### src/wdc_pkg.sv
// Purpose: shared constants and types for the waveform driver control registers
// Assumes: 8-bit registers at word indexes 0..4 on a plain strobe port
// Notes: bit positions and reset values match the register layout

package wdc_pkg;
    localparam int ADDR_W = 4;
    localparam int DATA_W = 8;
    localparam logic [ADDR_W-1:0] OFS_DRV_CTRL = 4'h0;
    localparam logic [ADDR_W-1:0] OFS_CNV_CTRL = 4'h1;
    localparam logic [ADDR_W-1:0] OFS_PAT_CTRL = 4'h2;
    localparam logic [ADDR_W-1:0] OFS_REINIT = 4'h3;
    localparam logic [ADDR_W-1:0] OFS_STATUS = 4'h4;
    // field positions
    localparam int BIT_LATCH_CLEAR = 7;
    localparam int BIT_RUN_ENABLE = 4;
    localparam int BIT_SRC_SELECT = 0;
    localparam int BIT_KEEP_CNV_ON = 5;
    localparam int BIT_CNV_PDOWN = 3;
    localparam int BIT_CODE_FMT = 1;
    localparam int BIT_PAT_ENABLE = 5;
    localparam int BIT_EDGE_SEL = 4;
    localparam int BIT_REINIT = 0;
    // writable-bit masks, reserved bits stay zero
    localparam logic [DATA_W-1:0] MASK_DRV = 8'h91;
    localparam logic [DATA_W-1:0] MASK_CNV = 8'h2a;
    localparam logic [DATA_W-1:0] MASK_PAT = 8'h3f;
    // reset values
    localparam logic [DATA_W-1:0] RST_DRV = 8'h10;
    localparam logic [DATA_W-1:0] RST_CNV = 8'h08;
    localparam logic [DATA_W-1:0] RST_PAT = 8'h03;
    // reboot sequence length in clocks
    localparam logic [3:0] REBOOT_CYCLES = 4'h8;

    typedef struct packed {
        logic [DATA_W-1:0] drv;
        logic [DATA_W-1:0] cnv;
        logic [DATA_W-1:0] pat;
    } wdc_regs_t;
endpackage

### src/wdc_step_if.sv
// Purpose: carries step events and the edge select between engine modules
// Assumes: single clock domain
// Notes: none

`timescale 1ns/10ps
`default_nettype none
interface wdc_step_if;
    logic step;
    logic edge_sel;
    modport src(output step, input edge_sel);
    modport dst(input step, output edge_sel);
endinterface
`default_nettype wire

### src/wdc_ctrl_regs.sv
// Contract
// - writing latch clear releases driver shutdown
// - clear held high blocks new shutdowns
// - run enable low forces driver off, floats
// - run enable high still obeys shutdown sources
// - source select 0 waveform, 1 pattern
// - pattern mode needs select and enable
// - keep bit decides converter off on shutdown
// - power-down bit sleeps converter, resets to 1
// - code format: binary or two's complement
// - edge select picks rising or falling step
// - index wraps after last-index field value
// - reinit restores registers, starts reboot sequence
//
// Purpose: control register group of the waveform driver digital engine
// Assumes: register reads return data the cycle after the read strobe
// Notes: shutdown and fault requests are synchronous level inputs
//
// The implementer's own choices: the address map and the plain strobed port.

`timescale 1ns/10ps
`default_nettype none
module wdc_ctrl_regs (
    input wire logic clk_in,
    input wire logic rst_n_in,
    input wire logic [wdc_pkg::ADDR_W-1:0] addr_in,
    input wire logic [wdc_pkg::DATA_W-1:0] wdata_in,
    input wire logic wr_in,
    input wire logic rd_in,
    output logic [wdc_pkg::DATA_W-1:0] rdata_out,
    input wire logic shutdown_pin_in,
    input wire logic fault_in,
    input wire logic step_strobe_in,
    output logic driver_enable_out,
    output logic driver_float_out,
    output logic converter_on_out,
    output logic pattern_mode_out,
    output logic twos_complement_out,
    output logic [3:0] pattern_index_out,
    output logic pattern_update_out,
    output logic rebooting_out
);
    import wdc_pkg::*;

    typedef enum logic [1:0] {ST_RUN, ST_REBOOT} wdc_eng_t;

    typedef struct packed {
        wdc_regs_t regs;
        logic sd_latch;
        logic [3:0] idx;
        logic upd;
        wdc_eng_t eng;
        logic [3:0] boot_cnt;
        logic [DATA_W-1:0] rdata;
        logic drv_en;
        logic drv_float;
        logic cnv_on;
        logic pat_mode;
        logic twos;
        logic booting;
    } wdc_state_t;

    wdc_state_t st_q, st_d;
    wdc_step_if step_if();

    wdc_step_det u_det (
        .clk_in(clk_in),
        .rst_n_in(rst_n_in),
        .strobe_in(step_strobe_in),
        .step_if(step_if)
    );

    // ----------------------------------------
    // derived controls
    // ----------------------------------------
    logic clear_held;
    logic run_en;
    logic pat_active;
    logic drv_on;
    logic reinit_wr;
    assign clear_held = st_q.regs.drv[BIT_LATCH_CLEAR];
    // reinit is only taken while running, matching the write decode below
    assign reinit_wr = wr_in && addr_in == OFS_REINIT && wdata_in[BIT_REINIT]
        && st_q.eng == ST_RUN;
    assign run_en = st_q.regs.drv[BIT_RUN_ENABLE];
    assign pat_active = st_q.regs.drv[BIT_SRC_SELECT] & st_q.regs.pat[BIT_PAT_ENABLE];
    assign step_if.edge_sel = st_q.regs.pat[BIT_EDGE_SEL];
    // shutdown latch gates the driver unless run enable forces it off outright
    assign drv_on = run_en & ~st_q.sd_latch;

    // ----------------------------------------
    // next state
    // ----------------------------------------
    always_comb begin
        st_d = st_q;
        st_d.upd = 1'b0;
        st_d.rdata = '0;
        // latch clear both releases and masks new requests
        if (clear_held) begin
            st_d.sd_latch = 1'b0;
        end else if (shutdown_pin_in | fault_in) begin
            st_d.sd_latch = 1'b1;
        end
        // pattern stepping, idle outside pattern mode
        if (!pat_active) begin
            st_d.idx = '0;
        end else if (step_if.step) begin
            st_d.upd = 1'b1;
            if (st_q.idx >= st_q.regs.pat[3:0]) begin
                st_d.idx = '0;
            end else begin
                st_d.idx = st_q.idx + 4'h1;
            end
        end
        unique case (st_q.eng)
            ST_RUN: begin
                if (wr_in) begin
                    unique case (addr_in)
                        OFS_DRV_CTRL: st_d.regs.drv = wdata_in & MASK_DRV;
                        OFS_CNV_CTRL: st_d.regs.cnv = wdata_in & MASK_CNV;
                        OFS_PAT_CTRL: st_d.regs.pat = wdata_in & MASK_PAT;
                        OFS_REINIT: begin
                            if (wdata_in[BIT_REINIT]) begin
                                // whole register set back to defaults at once
                                st_d.regs = '{drv: RST_DRV, cnv: RST_CNV, pat: RST_PAT};
                                st_d.sd_latch = 1'b0;
                                st_d.idx = '0;
                                st_d.eng = ST_REBOOT;
                                st_d.boot_cnt = REBOOT_CYCLES;
                            end
                        end
                        default: begin
                        end
                    endcase
                end
            end
            ST_REBOOT: begin
                // writes ignored while the engine reboots
                st_d.boot_cnt = st_q.boot_cnt - 4'h1;
                if (st_q.boot_cnt == 4'h1) begin
                    st_d.eng = ST_RUN;
                end
            end
            default: st_d.eng = ST_RUN;
        endcase
        if (rd_in) begin
            unique case (addr_in)
                OFS_DRV_CTRL: st_d.rdata = st_q.regs.drv;
                OFS_CNV_CTRL: st_d.rdata = st_q.regs.cnv;
                OFS_PAT_CTRL: st_d.rdata = st_q.regs.pat;
                // reinit bit self-clears, so it reads zero
                OFS_REINIT: st_d.rdata = '0;
                OFS_STATUS: st_d.rdata = {2'h0, (st_q.eng == ST_REBOOT), st_q.sd_latch, st_q.idx};
                default: st_d.rdata = '0;
            endcase
        end
        st_d.drv_en = drv_on;
        st_d.drv_float = ~run_en;
        // converter off when asleep, or on driver shutdown unless kept on
        st_d.cnv_on = ~st_q.regs.cnv[BIT_CNV_PDOWN]
            & (drv_on | st_q.regs.cnv[BIT_KEEP_CNV_ON]);
        st_d.pat_mode = pat_active;
        st_d.twos = st_q.regs.cnv[BIT_CODE_FMT];
        // registered copy of the next engine state keeps the pin off the decode
        st_d.booting = (st_d.eng == ST_REBOOT);
    end

    always_ff @(posedge clk_in or negedge rst_n_in) begin
        if (!rst_n_in) begin
            st_q <= '{regs: '{drv: RST_DRV, cnv: RST_CNV, pat: RST_PAT},
                      sd_latch: 1'b0, idx: 4'h0, upd: 1'b0, eng: ST_RUN,
                      boot_cnt: 4'h0, rdata: 8'h00, drv_en: 1'b1,
                      drv_float: 1'b0, cnv_on: 1'b0, pat_mode: 1'b0, twos: 1'b0,
                      booting: 1'b0};
        end else begin
            st_q <= st_d;
        end
    end

    assign rdata_out = st_q.rdata;
    assign driver_enable_out = st_q.drv_en;
    assign driver_float_out = st_q.drv_float;
    assign converter_on_out = st_q.cnv_on;
    assign pattern_mode_out = st_q.pat_mode;
    assign twos_complement_out = st_q.twos;
    assign pattern_index_out = st_q.idx;
    assign pattern_update_out = st_q.upd;
    assign rebooting_out = st_q.booting;
endmodule
`default_nettype wire

### src/wdc_step_det.sv
// Purpose: synchronise the step strobe and pulse on the selected edge
// Assumes: strobe may be asynchronous to clk_in
// Notes: the first stage feeds only the second stage

`timescale 1ns/10ps
`default_nettype none
module wdc_step_det (
    input wire logic clk_in,
    input wire logic rst_n_in,
    input wire logic strobe_in,
    wdc_step_if.src step_if
);
    typedef struct packed {
        logic s1;
        logic s2;
        logic s3;
        logic step;
    } wdc_det_t;
    wdc_det_t st_q, st_d;

    always_comb begin
        st_d = st_q;
        st_d.s1 = strobe_in;
        st_d.s2 = st_q.s1;
        st_d.s3 = st_q.s2;
        st_d.step = step_if.edge_sel ? (st_q.s3 & ~st_q.s2) : (~st_q.s3 & st_q.s2);
    end

    always_ff @(posedge clk_in or negedge rst_n_in) begin
        if (!rst_n_in) begin
            st_q <= '0;
        end else begin
            st_q <= st_d;
        end
    end

    assign step_if.step = st_q.step;
endmodule
`default_nettype wire

### config.mk
export PLATFORM = sky130hd
export DESIGN_NAME = wdc_ctrl_regs
export DESIGN_NICKNAME = d
export VERILOG_FILES = /design/src/wdc_pkg.sv /design/src/wdc_step_if.sv /design/src/wdc_ctrl_regs.sv /design/src/wdc_step_det.sv
export SDC_FILE = /design/constraint.sdc
export NUM_CORES = 1
export LEC_CHECK = 0
export BUFFER_PORTS_ARGS = -buffer_cell sky130_fd_sc_hd__buf_2
export CAP_MARGIN = 40
export CORE_UTILIZATION = 55
export CTS_BUF_LIST = sky130_fd_sc_hd__clkbuf_2
export DETAILED_ROUTE_END_ITERATION = 7
export PLACE_DENSITY = 0.87
export SLEW_MARGIN = 20
export SYNTH_ARGS = -nofsm -noshare
export SYNTH_HDL_FRONTEND = slang
export SYNTH_SLANG_ARGS = --single-unit
### constraint.sdc
create_clock -name clk_in -period 1.9 [get_ports clk_in]
set_clock_uncertainty 0.2 [all_clocks]
set_input_delay 0.285 -clock clk_in [delete_from_list [all_inputs] [get_ports clk_in]]
set_output_delay 0.285 -clock clk_in [all_outputs]
set_load 0.1 [all_outputs]
==> reports/results.tsv, run 1 <==
metric	value	unit
Final Setup Violations	0	
post-synthesis simple-gate area fraction	18.5	%
fin nets	264	
library cells used by synthesis	45	
via count	1572	
#FFs+latches synth	42	
Root Driver	clkbuf_2	
Hold Path Stages	4	
Mapped Area	0.00199	sq mm
first-pass GRT wire length	6890	microns
hold-critical path endpoint	rdata_out[7]	
beginning of the worst hold path	addr_in[2]	
worst path required time	2.04	ns
type of the worst min-delay path	in -> reg	
cell with the most instances after synthesis	dfrtp_1	
area of the multi-input gates	778	sq um
synthesized instance count	192	
port bufs	36	
clk_lat worst skew	0.42	ns
status	completed	
post-layout minimum cycle time	1.80	ns
clk sinks	42	
CP cell instances	dlygate4sd3_1 -> buf_2 -> nand4bb_1 -> or2_1 -> a32oi_1 -> nand2_1	
top post-synthesis cells by count	37 x dfrtp_1, 19 x nor2_1, 16 x nand2_1, 12 x buf_4, 12 x inv_1	
R2R Setup Slk	0.18	ns
setup_tns	0	ns
largest family of logic cells by synthesized area	simple AND/OR/NAND/NOR gates	
Congestion Overflow GR	0	
CP top delay family	simple AND/OR/NAND/NOR gates	
Primary FF master, synth	dfrtp_1	
Post-DP HPWL	2730	microns
R2R depth	6	
mux cell area share after synthesis	1.57	%
CP peak stage delay	0.53	ns
Layout area overhead	17.4	%
Static Leak	1.18	nW
worst slew pin tran	0.531	ns
routed len/inst	14.5	microns
site row count	21	
initial cell density of the core	58.4	%
largest net degree at the start of global routing	43	
Critical R2R Capture	pattern_index_out[1]	
Initial DRC Count	91	
core area	0.00342	sq mm
CP Buf/Inv Count	2	
TritonCTS clock tree	built	
layout cells sized above 1	25.5	%
EDFF count, synth	0	
largest fanout on the critical path	7	
pwr dens	859	mW/mm^2
Die W	62.2	microns
CTS buffer count	5	
Max-slew headroom	64.3	%
die area	0.00387	sq mm
post-synthesis xor/xnor area fraction	1.76	%
top-area cell type share of the netlist area	46.4	%
Synth Area in Adders	4.96	%
VDD IR-drop max	490	uV
CP endpoint kind	register	
Reg area	0.00106	sq mm
Worst-path clk slew	0.20	ns
initial antenna violation count	0	
chip height	62.2	microns
Via-to-Cell Ratio	5.52	
io pins	38	
Slowest-stage cell, CP	dlygate4sd3_1	
Slew Viols, Final	0	
Fin. Hold Viols	0	
Routed Antenna Nets	0	
H-tree Lvls	2	
Setup CP Type	in -> reg	
fin crit share	95.0	%
largest cells by area after synthesis	dfrtp_1 46%, dfstp_2 6.6%, buf_4 4.5%, ha_1 4.4%, nor2_1 3.6%	
Worst Setup Start Kind	input port	
overall routing resource usage	23.7	%
Fill cells	269	
RSZ-0062 raised after global routing	false	
Max-Cap Viols	0	
Synth warnings	0	
Max Root-Sink Buffers	2	
syn_area_per_cell	10.4	sq um
post-synthesis compound-gate area fraction	11.9	%
ys async rst share	100	%
R2R Path Start	st_q[27]	
Worst Slack Setup Final	0.0954	ns
register area share after synthesis	53.0	%
DR pass1 iterations	4	
Ant. Diodes	0	
DRT Wirelength	4130	microns
drc violations	0	
vias in the first global route	1544	
CP Data Arrival Time	1.94	ns
pre-CTS WS	0.138	ns
Yosys top cell by area	dfrtp_1	
f_max	0.554	GHz
Final GP Congestion	0.832	
[through the flow]
step | total power [mW] | hold slack (ns) | std cells | util, % | instance area [sq um]
3_5_place_dp | 1.62 | 0.136 | 265 | 63.6 | 2170
5_1_grt | 2.11 | 0.0558 | 285 | 68.6 | 2340
6_report | 2.01 | 0.0474 | 285 | 68.6 | 2340
3_3_place_gp | 1.60 | 0.135 | 265 | 63.6 | 2170
4_1_cts | 2.02 | 0.0179 | 284 | 68.0 | 2320
2_1_floorplan | 1.49 | -0.211 | 193 | - | 2000
[cell type report]
class,instances,share of cell area [%]
clock buffer,6,1.28
inverter,12,1.92
sequential,42,45.1
clock inverter,2,0.374
timing repair buffer,55,15.6
tap,46,2.46
multi-input combinational,122,33.2
[layout by cell type, fill, tap and decap left out, types with 2 or more instances in the layout]
master,netlist,routed
a21oi_1,8,8
a22o_1,5,5
a32oi_1,4,4
and3_1,5,5
buf_2,1,31
buf_4,12,8
clkbuf_2,0,6
clkbuf_4,0,4
conb_1,1,2
dfrtp_1,37,37
dfstp_2,5,5
dlygate4sd3_1,0,12
ha_1,7,7
inv_1,12,12
mux2i_1,2,2
nand2_1,16,16
nand3_1,2,2
nand3b_1,2,2
nor2_1,19,19
nor2b_1,4,4
nor3_1,8,8
nor3b_1,3,3
o21ai_0,8,8
o22ai_1,3,3
xnor2_1,2,2
xor2_1,2,2
[flip-flops by register name (all words and copies together), names as in the netlist, 2 cells and up]
| register | flops |
|---|---|
| rdata_out | 8 |
| u_det.st_d | 2 |
| pattern_index_out | 4 |
| st_q | 16 |
[how the worst max path moves through the flow]
stage               slack, ns                   end  depth (start not counted)                  from
detailed placement       0.14            clear_held                          5            addr_in[2]
CTS                     0.007     driver_enable_out                          1     driver_enable_out
floorplan                0.22  pattern_index_out[3]                          5              st_q[19]
global placement         0.19            clear_held                          5            addr_in[2]
global route             0.02  pattern_index_out[1]                          1  pattern_index_out[1]
finish                    0.1            clear_held                          6            addr_in[3]
[repair_timing]
item	in CTS	in global routing
endpoints found under the hold margin	50	1
setup endpoints to repair	1	4
resized for setup	1	4
setup buffers	0	0
hold buffers	11	1
[power breakdown]
part | switching [mW] | internal [mW] | leakage (nW) | total, mW
registers | 0.0871 | 1.02 | 0.532 | 1.11
clock network | 0.288 | 0.0904 | 0.0304 | 0.378
logic | 0.359 | 0.164 | 0.614 | 0.523
[kinds of logic (layout without fill, tap and decap cells)]
family          after synthesis  count (layout)
xor+xnor                      4               4
flops                        42              42
buf+inv                      29              75
mux                           3               3
fa+ha+maj                     8               8
compound gates               35              35
other cells                   1               2
simple gates                 70              70
[tightest hold or removal path, stage by stage]
cell and delay (ns):
buf_2 0.19, nor4_1 0.09, nand2_1 0.06, nor2_1 0.04
[metal layers]
metal | track usage [%] | wire, microns | vias to the layer above
met4 | 14.8 | 165 | 0
met1 | 27.5 | 1700 | 750
met5 | 0 | 0 | -
met2 | 40.5 | 2070 | 55
li1 | - | - | 748
met3 | 4.41 | 192 | 19
Power figures use the tool's default switching activity.
==> run 2: changes to the inputs <==
--- a/config.mk
+++ b/config.mk
@@ -10,7 +10,7 @@
 export CORE_UTILIZATION = 55
 export CTS_BUF_LIST = sky130_fd_sc_hd__clkbuf_2
 export DETAILED_ROUTE_END_ITERATION = 7
-export PLACE_DENSITY = 0.87
+export PLACE_DENSITY_LB_ADDON = 0.12
 export SLEW_MARGIN = 20
 export SYNTH_ARGS = -nofsm -noshare
 export SYNTH_HDL_FRONTEND = slang
==> run 2 against run 1 <==
- clock power shrank 4%
- sequential power is essentially flat
- critical endpoint is now pattern_index_out[0]
- largest power group unchanged
- final area shrank 1.2%
- hold slack lost 0.0062 ns
- maximum frequency shrank 1.2%
- sequential share of layout area grew 0.56 points
==> reports/results.tsv, run 2 (synthesized netlist as in run 1, its figures left out) <==
metric	value	unit
status	completed	
Worst-path clk slew	0.18	ns
routed len/inst	13.6	microns
drc violations	0	
Initial DRC Count	79	
Worst Setup Start Kind	register	
DR pass1 iterations	4	
site row count	21	
CP cell instances	buf_2	
post-layout minimum cycle time	1.83	ns
Root Driver	clkbuf_2	
sequential share of power	56.1	%
overall routing resource usage	20.8	%
Post-DP HPWL	2750	microns
Slew Viols, Final	0	
Biggest register	st_q	
Ant. Diodes	0	
chip height	62.2	microns
CP top delay family	flip-flops	
VDD IR-drop max	482	uV
largest net degree at the start of global routing	43	
Max-Cap Viols	0	
Final Setup Violations	0	
Max Root-Sink Buffers	2	
core area	0.00342	sq mm
CP peak stage delay	0.50	ns
most common cell after layout, fill and taps aside	dfrtp_1	
layout cells sized above 1	25.5	%
max reg flops	16	
die area	0.00387	sq mm
Routed Antenna Nets	0	
clk sinks	42	
CTS buffer count	5	
Final GP Congestion	0.910	
RSZ-0062 raised after global routing	false	
H-tree Lvls	2	
Static Leak	1.16	nW
Fin. Hold Viols	0	
CP endpoint kind	primary output	
first-pass GRT wire length	6280	microns
pwr dens	860	mW/mm^2
type of the worst min-delay path	in -> reg	
Layout area overhead	16.0	%
CP Buf/Inv Count	1	
io pins	38	
fin nets	260	
f_max	0.548	GHz
CP Data Arrival Time	1.34	ns
TritonCTS clock tree	built	
initial cell density of the core	58.4	%
Via-to-Cell Ratio	5.37	
Setup CP Type	reg -> out	
Slowest-stage cell, CP	dfrtp_1	
Tot Pwr	1.99	mW
internal cell power	1.27	mW
setup_tns	0	ns
clk_lat worst skew	0.39	ns
most frequent cells in the layout	37 x dfrtp_1, 36 x buf_2, 19 x nor2_1	
postcts setup bufs	0	
Clk pwr share	18.2	%
port bufs	36	
vias in the first global route	1440	
via count	1508	
fin crit share	96.1	%
largest fanout on the critical path	6	
DRT Wirelength	3820	microns
Congestion Overflow GR	0	
Logic pwr share	25.7	%
NetSw	0.715	mW
Die W	62.2	microns
Sw Ratio	35.9	%
initial antenna violation count	0	
worst path required time	1.41	ns
run 2: changes by cell type in the layout (fill, tap and decap cells not counted):
cell           delta
o2111ai_1         -1
clkbuf_4          -4
buf_2             +5
o2111ai_2         +1
dlygate4sd3_1     -2
buf_4             -4
buf_12            +1
run 2: cell type report:
cell class              count  area, sq um
fillers                   289         1100
flip-flops and latches     42         1060
multi-input cells         122          785
well taps                  46         57.6
repair buffers             51          330
clock inverters             2         8.76
inverters                  12         45.0
clock buffers               6         30.0
run 2: per-layer routing:
layer | up-vias | track usage (%) | share of wire (%) | wire [microns]
met4 | 0 | 9.30 | 1.1 | 43
li1 | 736 | - | - | -
met3 | 4 | 3.49 | 5.5 | 211
met2 | 45 | 34.9 | 50 | 1920
met5 | - | 0 | 0 | 0
met1 | 723 | 26.4 | 43 | 1640
run 2: what timing repair did:
item / 4_1_cts / 5_1_grt
resized for setup: 0 / 1
endpoints found under the hold margin: 54 / 0
hold buffers: 10 / 0
endpoints found under the setup margin: 0 / 4
run 2: path summary, 6_finish.rpt:
| check | startpoint | end | slack (ns) | cells after the start |
|---|---|---|---|---|
| worst max-delay path | pattern_index_out[0] | pattern_index_out[0] | 0.07 | 1 |
| worst min-delay path | addr_in[3] | rdata_out[7] | 0.04 | 4 |
| worst max register to register | st_q[27] | pattern_index_out[0] | 0.09 | 6 |
| worst min register to register | u_det.st_d[2] | u_det.st_d[1] | 0.18 | 0 |
| max in group asynchronous | rst_n_in | st_q[37] | 1.05 | 3 |
| min in group asynchronous | rst_n_in | rdata_out[0] | 0.17 | 3 |
run 2: power groups by stage:
stage	registers (mW)	clock network, mW	logic, mW
global route	1.13	0.402	0.560
finish	1.11	0.363	0.511
CTS	1.11	0.374	0.514
floorplan	1.27	0	0.221
global placement	1.12	0	0.479
detailed placement	1.13	0	0.497
run 2: metrics by stage:
step,utilization [%],setup slack (ns),cells,instance area (sq um),hold WS (ns)
6_report,67.7,0.0737,281,2310,0.0412
5_1_grt,67.7,0.00752,281,2310,0.0669
4_1_cts,67.5,0.0445,281,2310,0.0352
3_5_place_dp,63.5,0.101,263,2170,0.0769
3_3_place_gp,63.5,0.185,263,2170,0.0693
2_1_floorplan,-,0.220,193,2000,-0.211
